File: src/jtag_pkg.sv
package jtag_pkg;

    // ------------------------------------------------------------
    // Widths and identification word layout.
    // ------------------------------------------------------------
    localparam int IR_W = 4;
    localparam int ID_W = 32;
    localparam int VER_W = 4;
    localparam int PART_W = 16;
    localparam int MFR_W = 11;
    localparam int VER_LSB = 28;
    localparam int PART_LSB = 12;
    localparam int MFR_LSB = 1;
    localparam logic ID_MARKER = 1'h1;

    // ------------------------------------------------------------
    // Instruction codes and fixed capture pattern.
    // ------------------------------------------------------------
    localparam logic [IR_W-1:0] IR_EXTEST = 4'h0;
    localparam logic [IR_W-1:0] IR_SAMPLE = 4'h1;
    localparam logic [IR_W-1:0] IR_IDCODE = 4'h2;
    localparam logic [IR_W-1:0] IR_HIGHZ = 4'h3;
    localparam logic [IR_W-1:0] IR_BYPASS = 4'hF;
    localparam logic [IR_W-1:0] IR_CAPTURE = 4'h5;
    localparam logic [IR_W-1:0] IR_RESET = IR_IDCODE;

    // ------------------------------------------------------------
    // Controller states and serial path selection.
    // ------------------------------------------------------------
    typedef enum logic [3:0] {
        TLR = 4'h0, RTI = 4'h1, SEL_DR = 4'h2, CAP_DR = 4'h3,
        SH_DR = 4'h4, EX1_DR = 4'h5, PAU_DR = 4'h6, EX2_DR = 4'h7,
        UPD_DR = 4'h8, SEL_IR = 4'h9, CAP_IR = 4'hA, SH_IR = 4'hB,
        EX1_IR = 4'hC, PAU_IR = 4'hD, EX2_IR = 4'hE, UPD_IR = 4'hF
    } tap_state_e;

    typedef enum logic [1:0] {
        SEL_BSR = 2'h0,
        SEL_ID = 2'h1,
        SEL_BYP = 2'h2
    } dr_sel_e;

    // Test port pins as seen at the device boundary.
    typedef struct packed {
        logic tck;
        logic tms;
        logic tdi;
        logic trst_n;
    } jtag_pins_s;

    localparam jtag_pins_s PINS_IDLE = 4'h1;

endpackage : jtag_pkg

File: src/bsr_chain.sv
`timescale 1ns/100ps
module bsr_chain #(
    parameter int N = 8
) (
    input wire logic mclk_in,          // System clock.
    input wire logic rst_in,           // Synchronous reset, active high.
    input wire logic cap_in,           // Capture pulse.
    input wire logic shift_in,         // Shift pulse.
    input wire logic upd_in,           // Update pulse.
    input wire logic tdi_in,           // Serial data in.
    input wire logic [N-1:0] par_in,   // Values captured from the cells.
    output logic so_out,               // Serial data out, cell 0.
    output logic [N-1:0] upd_out       // Update latch bank.
);
    import jtag_pkg::*;

    typedef struct packed {
        logic [N-1:0] sh;
        logic [N-1:0] up;
    } bsr_regs_s;

    bsr_regs_s r;
    bsr_regs_s r_nxt;

    // ------------------------------------------------------------
    // Shift bank and update bank.
    // ------------------------------------------------------------
    // The update bank only moves on update, so shifting never
    // glitches the pins that EXTEST drives.
    always_comb begin
        r_nxt = r;
        if (cap_in) begin
            r_nxt.sh = par_in;
        end else if (shift_in) begin
            r_nxt.sh = {tdi_in, r.sh[N-1:1]};
        end
        if (upd_in) begin
            r_nxt.up = r.sh;
        end
    end

    // State register.
    always_ff @(posedge mclk_in) begin
        if (rst_in) begin
            r <= '0;
        end else begin
            r <= r_nxt;
        end
    end

    assign so_out = r.sh[0];
    assign upd_out = r.up;
endmodule : bsr_chain

File: src/jtag_test_port.sv
`timescale 1ns/100ps
module jtag_test_port #(
    parameter int N_IN = 4,                        // Input pin cells.
    parameter int N_OUT = 4,                       // Output pin cells.
    parameter logic [jtag_pkg::VER_W-1:0] VERSION = 4'h1,    // Arbitrary value.
    parameter logic [jtag_pkg::PART_W-1:0] PART = 16'h1234,  // Arbitrary value.
    parameter logic [jtag_pkg::MFR_W-1:0] MAKER = 11'h155    // Arbitrary value.
) (
    input wire logic mclk_in,                      // System clock, 40 MHz.
    input wire logic rst_in,                       // Synchronous reset.
    input wire jtag_pkg::jtag_pins_s jtag_in,      // Test port pins.
    output logic tdo_out,                          // Serial data out.
    output logic tdo_oe_n_out,                     // Low while TDO drives.
    input wire logic [N_IN-1:0] pin_in,            // Input pin levels.
    output logic [N_IN-1:0] core_in_out,           // Pin levels to the core.
    input wire logic [N_OUT-1:0] core_out_in,      // Core output data.
    input wire logic [N_OUT-1:0] core_oe_n_in,     // Core output enables.
    output logic [N_OUT-1:0] pin_out,              // Output pin data.
    output logic [N_OUT-1:0] pin_oe_n_out          // Output pin enables.
);
    import jtag_pkg::*;

    localparam int N_BSR = N_IN + 2 * N_OUT;

    // ------------------------------------------------------------
    // Parameter checks.
    // ------------------------------------------------------------
    if (N_IN < 1 || N_OUT < 1) begin : g_bad_cells
        $error("Each pin group needs at least one cell.");
    end

    // The identity fields are package widths; any change there must still fill the word.
    if (VER_W + PART_W + MFR_W + 1 != ID_W) begin : g_bad_id
        $error("Identity fields do not fill the identity word.");
    end

    // ------------------------------------------------------------
    // Helpers.
    // ------------------------------------------------------------
    // Next controller state for a given TMS level.
    function automatic tap_state_e tap_next(input tap_state_e s, input logic tms);
        case (s)
            TLR: tap_next = tms ? TLR : RTI;
            RTI: tap_next = tms ? SEL_DR : RTI;
            SEL_DR: tap_next = tms ? SEL_IR : CAP_DR;
            CAP_DR: tap_next = tms ? EX1_DR : SH_DR;
            SH_DR: tap_next = tms ? EX1_DR : SH_DR;
            EX1_DR: tap_next = tms ? UPD_DR : PAU_DR;
            PAU_DR: tap_next = tms ? EX2_DR : PAU_DR;
            EX2_DR: tap_next = tms ? UPD_DR : SH_DR;
            UPD_DR: tap_next = tms ? SEL_DR : RTI;
            SEL_IR: tap_next = tms ? TLR : CAP_IR;
            CAP_IR: tap_next = tms ? EX1_IR : SH_IR;
            SH_IR: tap_next = tms ? EX1_IR : SH_IR;
            EX1_IR: tap_next = tms ? UPD_IR : PAU_IR;
            PAU_IR: tap_next = tms ? EX2_IR : PAU_IR;
            EX2_IR: tap_next = tms ? UPD_IR : SH_IR;
            UPD_IR: tap_next = tms ? SEL_DR : RTI;
            default: tap_next = TLR;
        endcase
    endfunction : tap_next

    // Serial data path chosen by an instruction.
    function automatic dr_sel_e dr_sel(input logic [IR_W-1:0] ir);
        case (ir)
            IR_EXTEST: dr_sel = SEL_BSR;
            IR_SAMPLE: dr_sel = SEL_BSR;
            IR_IDCODE: dr_sel = SEL_ID;
            IR_HIGHZ: dr_sel = SEL_BYP;
            IR_BYPASS: dr_sel = SEL_BYP;
            default: dr_sel = SEL_BYP;
        endcase
    endfunction : dr_sel

    // ------------------------------------------------------------
    // State.
    // ------------------------------------------------------------
    typedef struct packed {
        jtag_pins_s s1;
        jtag_pins_s s2;
        logic tck3;
        tap_state_e st;
        logic [IR_W-1:0] ir_sh;
        logic [IR_W-1:0] ir_lat;
        logic byp;
        logic [ID_W-1:0] id_sh;
        logic tdo;
        logic tdo_oe_n;
        logic [N_IN-1:0] pin1;
        logic [N_IN-1:0] pin2;
        logic [N_IN-1:0] core_in;
        logic [N_OUT-1:0] pout;
        logic [N_OUT-1:0] poe_n;
    } port_regs_s;

    port_regs_s r;
    port_regs_s r_nxt;

    // The maker code goes in without its parity bit.
    logic [ID_W-1:0] id_word;
    assign id_word = {VERSION, PART, MAKER, ID_MARKER};

    logic rise;
    logic fall;
    logic trst;
    dr_sel_e sel;
    logic bsr_cap;
    logic bsr_shift;
    logic bsr_upd;
    logic bsr_so;
    logic [N_BSR-1:0] bsr_par;
    logic [N_BSR-1:0] bsr_up;

    // TCK edges are taken from the second and third stages only.
    assign rise = r.s2.tck && !r.tck3;
    assign fall = !r.s2.tck && r.tck3;
    assign trst = !r.s2.trst_n;
    assign sel = dr_sel(r.ir_lat);

    // ------------------------------------------------------------
    // Boundary-scan chain: inputs nearest TDO, then data, then enables.
    // ------------------------------------------------------------
    assign bsr_par = {core_oe_n_in, core_out_in, r.pin2};
    assign bsr_cap = rise && r.st == CAP_DR && sel == SEL_BSR;
    assign bsr_shift = rise && r.st == SH_DR && sel == SEL_BSR;
    assign bsr_upd = fall && r.st == UPD_DR && sel == SEL_BSR;

    bsr_chain #(
        .N(N_BSR)
    ) u_bsr (
        .mclk_in(mclk_in),
        .rst_in(rst_in),
        .cap_in(bsr_cap),
        .shift_in(bsr_shift),
        .upd_in(bsr_upd),
        .tdi_in(r.s2.tdi),
        .par_in(bsr_par),
        .so_out(bsr_so),
        .upd_out(bsr_up)
    );

    // ------------------------------------------------------------
    // Next state.
    // ------------------------------------------------------------
    always_comb begin
        r_nxt = r;
        r_nxt.s1 = jtag_in;
        r_nxt.s2 = r.s1;
        r_nxt.tck3 = r.s2.tck;
        r_nxt.pin1 = pin_in;
        r_nxt.pin2 = r.pin1;
        r_nxt.core_in = r.pin2;
        // Rising TCK: capture, shift and move the controller.
        if (rise) begin
            case (r.st)
                CAP_IR: r_nxt.ir_sh = IR_CAPTURE;
                SH_IR: r_nxt.ir_sh = {r.s2.tdi, r.ir_sh[IR_W-1:1]};
                CAP_DR: begin
                    if (sel == SEL_BYP) begin
                        r_nxt.byp = 1'h0;
                    end
                    if (sel == SEL_ID) begin
                        r_nxt.id_sh = id_word;
                    end
                end
                SH_DR: begin
                    if (sel == SEL_BYP) begin
                        r_nxt.byp = r.s2.tdi;
                    end
                    if (sel == SEL_ID) begin
                        r_nxt.id_sh = {r.s2.tdi, r.id_sh[ID_W-1:1]};
                    end
                end
                default: r_nxt.byp = r.byp;
            endcase
            r_nxt.st = tap_next(r.st, r.s2.tms);
        end
        // Falling TCK: instruction update and TDO launch.
        if (fall) begin
            if (r.st == TLR) begin
                r_nxt.ir_lat = IR_RESET;
            end else if (r.st == UPD_IR) begin
                r_nxt.ir_lat = r.ir_sh;
            end
            r_nxt.tdo_oe_n = 1'h1;
            r_nxt.tdo = 1'h0;
            if (r.st == SH_IR) begin
                r_nxt.tdo_oe_n = 1'h0;
                r_nxt.tdo = r.ir_sh[0];
            end else if (r.st == SH_DR) begin
                r_nxt.tdo_oe_n = 1'h0;
                case (sel)
                    SEL_BSR: r_nxt.tdo = bsr_so;
                    SEL_ID: r_nxt.tdo = r.id_sh[0];
                    default: r_nxt.tdo = r.byp;
                endcase
            end
        end
        // The TRST pin wins over any TCK activity.
        if (trst) begin
            r_nxt.st = TLR;
            r_nxt.ir_lat = IR_RESET;
        end
        // Pin drivers: the core owns them except under EXTEST and HIGH-Z.
        if (r.ir_lat == IR_EXTEST) begin
            r_nxt.pout = bsr_up[N_IN +: N_OUT];
            r_nxt.poe_n = bsr_up[N_IN + N_OUT +: N_OUT];
        end else begin
            r_nxt.pout = core_out_in;
            r_nxt.poe_n = core_oe_n_in;
        end
        if (r.ir_lat == IR_HIGHZ) begin
            r_nxt.poe_n = '1;
        end
    end

    // State register.
    always_ff @(posedge mclk_in) begin
        if (rst_in) begin
            r <= '0;
            r.s1 <= PINS_IDLE;
            r.s2 <= PINS_IDLE;
            r.st <= TLR;
            r.ir_lat <= IR_RESET;
            r.tdo_oe_n <= 1'h1;
            r.poe_n <= '1;
        end else begin
            r <= r_nxt;
        end
    end

    assign tdo_out = r.tdo;
    assign tdo_oe_n_out = r.tdo_oe_n;
    assign core_in_out = r.core_in;
    assign pin_out = r.pout;
    assign pin_oe_n_out = r.poe_n;

    // ------------------------------------------------------------
    // Checks.
    // ------------------------------------------------------------
    // Counts consecutive rising edges seen with TMS high.
    logic [2:0] tms_cnt;
    always_ff @(posedge mclk_in) begin
        if (rst_in || (rise && !r.s2.tms)) begin
            tms_cnt <= 3'h0;
        end else if (rise && tms_cnt < 3'h5) begin
            tms_cnt <= tms_cnt + 3'h1;
        end
    end
endmodule : jtag_test_port
File: config.mk
export PLATFORM = sky130hd
export DESIGN_NAME = jtag_test_port
export DESIGN_NICKNAME = d
export VERILOG_FILES = /design/src/jtag_pkg.sv /design/src/bsr_chain.sv /design/src/jtag_test_port.sv
export SDC_FILE = /design/constraint.sdc
export NUM_CORES = 1
export LEC_CHECK = 0
export BUFFER_PORTS_ARGS = -buffer_cell sky130_fd_sc_hd__buf_2
export CORE_MARGIN = 5
export CORE_UTILIZATION = 59
export DETAILED_ROUTE_END_ITERATION = 7
export GPL_ROUTABILITY_DRIVEN = 1
export GPL_TIMING_DRIVEN = 0
export PLACE_DENSITY_LB_ADDON = 0.08
export SYNTH_ARGS = -nofsm -noshare
export SYNTH_HDL_FRONTEND = slang
export SYNTH_SLANG_ARGS = --single-unit
File: constraint.sdc
create_clock -name mclk_in -period 2.1 [get_ports mclk_in]
set_clock_uncertainty 0.1 [all_clocks]
set_input_delay 0.42 -clock mclk_in [delete_from_list [all_inputs] [get_ports mclk_in]]
set_output_delay 0.42 -clock mclk_in [all_outputs]
set_load 0.05 [all_outputs]
# Word-level counts from Yosys, hierarchy flattened
# Index checks and enable logic that the tools add are counted.
word_totals:
  register_bits: 100
  in_bits: 18
  out_inout_bits: 14
  word_cells: 104
op_classes:
  eq_ne: 24
  n_mux: 29
  bitwise_logic: 1
  reduce_logical: 27
op_table:
  columns: ["op", "n"]
  rows:
  - ["$mux 32", 2]
  - ["$pmux 32 s2", 1]
  - ["$pmux 4 s12", 1]
  - ["$eq 4x4->1 const B", 8]
  - ["$mux 12", 2]
  - ["$mux 4", 6]
  - ["$eq 4x2->1 const B", 4]
  - ["$eq 4x3->1 const B", 4]
  - ["$mux 2", 5]
  - ["$reduce_or 2->1", 5]
  - ["$eq 4x1->1 const B", 2]
  - ["$logic_and 1x1->1", 8]
  - ["$logic_not 4->1", 2]
  - ["$mux 8", 1]
  - ["$ne 2x1->1 const B", 4]
  - ["$pmux 4 s2", 1]
  - ["$reduce_and 4->1", 2]
  - ["$reduce_bool 2->1", 4]
  - ["$mux 3", 2]
  - ["$mux 1", 5]
  - ["$pmux 1 s2", 2]
  - ["$pmux 2 s2", 1]
  - ["$reduce_and 2->1", 2]
  - ["$reduce_or 3->1", 1]
  - ["5 further kinds", 6]

# Depth between registers and ports, before layout
logic_depth:
  word_depth: 7
  mapped_depth: 6
  depth_no_buf: 4

# Cells and area by module
# Synthesis repeated with hierarchy kept, for this count alone.
unflattened:
  hier_cells: 475
  area_unflattened_um2: 4222.8
by_module_without_submodules:
  columns: ["module", "instances", "cells_each", "area_per_inst_um2", "seq_area_each_um2"]
  rows:
  - ["jtag_test_port", 1, 372, 3159.3, 1521.5]
  - ["bsr_chain", 1, 103, 1063.5, 480.5]

# Worst setup path after synthesis
# No wires, ideal clock.
synth_timing:
  path_kind: "register to register"
  startpoint: "register r[66] in the netlist's numbering"
  endpoint: "register r[56] in the netlist's numbering"
  setup_time_ns: 0.117
  t_arrival_ns: 1.381
  required_ns: 1.883
  path_slack_ns: 0.502
  stages_incl_launch_ff: 6
  path_buffers: 1
  synth_period_minus_slack_ns: 1.598
  path_cell_list: "dfxtp_1 > or4_1 > buf_2 > a21oi_4 > mux2i_1 > nand2b_1"
synth_via:
  elab_chain_len: 3
  elab_cells_between_ends: 5
  classes_between: "eq/ne: 1; mux: 1; reduce/logical: 3"
synth_rtl:
  columns: ["element", "line_no", "source"]
  rows:
  - ["start, declared", "jtag_test_port.sv:96", "port_regs_s r;"]
  - ["start signal, assigned", "jtag_test_port.sv:228", "r <= r_nxt;"]
  - ["$eq 4x4->1 or $logic_not 4->1 (tied branches)", "jtag_test_port.sv:182, jtag_test_port.sv:180", null]
  - ["$reduce_bool 2->1 (no source line)", null, null]
  - ["$reduce_and 2->1 (no source line)", null, null]
# Several ways; a longest one is shown, not always the timed one.
# A chain may end at the register's enable or synchronous reset.

# Final worst setup path
layout_timing:
  startpoint: "register r[56] in the netlist's numbering"
  endpoint: "register u_bsr.r (netlist bit u_bsr.so_out)"
layout_via:
  elab_chain_len: 6
  elab_cells_between_ends: 10
  classes_between: "eq/ne: 2; mux: 2; reduce/logical: 6"
layout_rtl:
  columns: ["element", "line_no", "source"]
  rows:
  - ["$eq 4x1->1 or $logic_not 4->1 (tied branches)", "jtag_test_port.sv:65", "case (ir)"]
  - ["$reduce_or 2->1 (no source line)", null, null]
  - ["$pmux 2 s2 (*)", "jtag_test_port.sv:65", null]
  - ["$logic_not 2->1 (*)", "jtag_test_port.sv:124, jtag_test_port.sv:125", null]
  - ["$logic_and 1x1->1, on equally long branches", "jtag_test_port.sv:124, jtag_test_port.sv:125", null]
  - ["$mux 12 or $reduce_bool 2->1 (tied branches)", null, null]
  - ["end signal, assigned", "bsr_chain.sv:47", "r <= r_nxt;"]
  - ["end, declared", "bsr_chain.sv:22", "bsr_regs_s r;"]
# Every way passes the cells marked *; elsewhere a longest branch is shown, timed or not.

==> impl_metrics.toml <==
[cells_and_area]
nets = 512
final_area_um2 = 4428
layout-drive-gt1-share_pct = 18.64
fill_cells = 581
antenna_cells = 0
area_growth_syn_to_layout_pct = 11.50
final_cells = 579

[job]
drv_cap = 0

[synthesis]
yosysTopAreaCell = "dfxtp_1"
synth_warnings = 0
ys.flop_type = "dfxtp_1"
syn_area_um2 = 3971
ys_seq_area_share_pct = 48.39
avgSynthCellArea_um2 = 8.786
ys_seq_elements = 96
synth_top_area_share_pct = 48.39
synth.most_common_cell = "dfxtp_1"
synth.distinct_cells = 51
synth_common_cells = "96 x dfxtp_1, 56 x nand2_1, 32 x a21oi_1, 32 x nand3_1, 28 x nor2_1"
synth_edf_count = 0
synthesis.nets = 470
syn_inst = 452
async_flop_share_pct = 0
yosys-top-cells-area = "dfxtp_1 48%, nand2_1 5.3%, a21oi_1 4.0%, nand3_1 4.0%, nor2b_1 3.5%"

[cts]
path_clk_slew_ns = 0.09
clk_path_buf_depth = 2
cts_buffers = 9
cts_tree = "done"
cts.sinks = 96
htree_levels = 3
post_cts_buffers = 0
clk_latency_ns = 0.35
clockRootBuffer = "clkbuf_8"

[place]
place.gp.congestion = 0.8621
post_dp_cell_area_um2 = 4227
portBuffers = 31
dpl_worst_slack_ns = -0.005130
dp_hpwl_um = 5974
dp_cells = 563

[drt]
drtPass1Iterations = 4
drt_iter0_drc = 193
wl_um = 8606
drc = 0
wl_per_cell_um = 14.86
met3_wirelength_um = 432
ant_nets = 0
num_vias = 3337
top_layer = "met4"
wl_met1_um = 4146
dr_wl_met2_um = 3913
drt-vias-per-instance = 5.763

[run_status]
outcome = "finished clean"

[timing]
slew_headroom_pct = 40.58
worst_pin_slew_ns = 0.8839
setup_viol = 0
max_freq_mhz = 525.4
hold_ws_ns = 0.1511
hold_viol_final = 0
layout_min_cycle_time_ns = 1.903
fin_crit_sh_pct = 90.64
rsz0062_at_grt = "no"
drv_slew = 0
worst_slack_ns = 0.1966

[worst_setup_path]
end_kind = "register"
crit_path_start_kind = "register"
cp_max_fo = 10
arrival_ns = 2.09
crit_type = "register to register"
worstPathRequired_ns = 2.28

[die]
ios = 32
initial_utilization_pct = 59.44
core_um2 = 6681
rows = 30
die_w_um = 92.04
die_y_um = 92.04
die-area_um2 = 8471

[power_and_ir_drop]
power_density_nw_per_um2 = 730.0
power.total_uw = 3233
leakage_uw = 0.001731
irDropWorstVdd_uv = 494.4

[global_routing]
grt_pass1_vias = 2946
grt_max_degree = 17
antenna_found_initial = 0
grt-ovfl-total = 0
grt_first_pass_wirelength_um = 14310
grt_usage_pct = 20.99

[worst_hold_path]
hold_path.class = "primary input to register"
==> worst max-delay path, cell delays in order (launching register included) <==
cell and delay, ns:
dfxtp_1 0.41, nor3_2 0.39, nor4b_4 0.37, buf_4 0.24
nand4_1 0.13, a31oi_1 0.20
==> cell type report <==
type / count / area, um^2 / share of cell area, %
buffer: 48 / 284.0 / 6.414
clock buffer: 10 / 127.6 / 2.882
clock inverter: 6 / 67.56 / 1.526
inverter: 5 / 18.77 / 0.4238
multi-input combinational: 303 / 1753 / 39.59
sequential: 96 / 1922 / 43.40
tap: 80 / 100.1 / 2.261
timing repair buffer: 31 / 155.1 / 3.504
==> path summary, 6_finish.rpt <==
path / from / to / slack [ns] / cells past startpoint
worst max register to register: r[56] / u_bsr.so_out / 0.20 / 5
worst min register to register: r[72] / r[68] / 0.33 / 1
worst max-delay path: r[56] / u_bsr.so_out / 0.20 / 5
worst min-delay path: jtag_in[0] / r[72] / 0.15 / 2
==> per-stage QoR <==
stage / setup TNS, ns / utilization, %
after detailed placement: -0.01000 / 63.26
after CTS: 0 / 66.27
after global routing: 0 / 66.27
final: 0 / 66.27
after global placement: 0 / 63.26
after floorplan: 0 / -
==> state kept, by name, indices dropped and copies added, names as in the netlist <==
signal	flops
bsr_par	4
core_in_out	4
pin_oe_n_out	4
pin_out	4
r	58
tdo_oe_n_out	1
tdo_out	1
u_bsr.r	11
u_bsr.so_out	1
u_bsr.upd_out	8
==> cell usage in the layout (no fill, tap or decap), types with 22 or more instances in the layout <==
cell / instances
a21oi_1: 32
nor2b_1: 22
dfxtp_1: 96
nor2_1: 28
nand3_1: 32
nand2_1: 56
nor3_1: 26
buf_2: 45
==> where the power goes <==
| part | switching (uW) | leakage (uW) | internal, uW |
|---|---|---|---|
| clock network | 631 | 0.0000929 | 555 |
| logic | 122 | 0.000858 | 67.4 |
| registers | 10.5 | 0.000780 | 1850 |
| total | 764 | 0.00173 | 2470 |
==> routing by layer <==
metal	up-vias	track usage [%]
met3	14	4.102
met2	95	32.30
met4	0	7.426
li1	1647	-
met5	-	0
met1	1581	29.35
==> repair_timing <==
| action | 4_1_cts | 5_1_grt |
|---|---|---|
| hold buffers | 0 | 0 |
| setup endpoints to repair | 3 | 0 |
| resized for setup | 1 | 0 |
==> logic make-up (layout without fill, tap and decap cells) <==
kind of cell | after synthesis | in the layout | share of synthesized area (%)
muxes | 10 | 10 | 2.521
xor gates and xnor gates | 2 | 2 | 0.4412
AOI/OAI and AO/OA | 85 | 85 | 13.86
buffers and inverters | 53 | 100 | 7.624
DFF | 96 | 96 | 48.39
and+or+nand+nor | 206 | 206 | 27.16
Power figures use the tool's default switching activity.
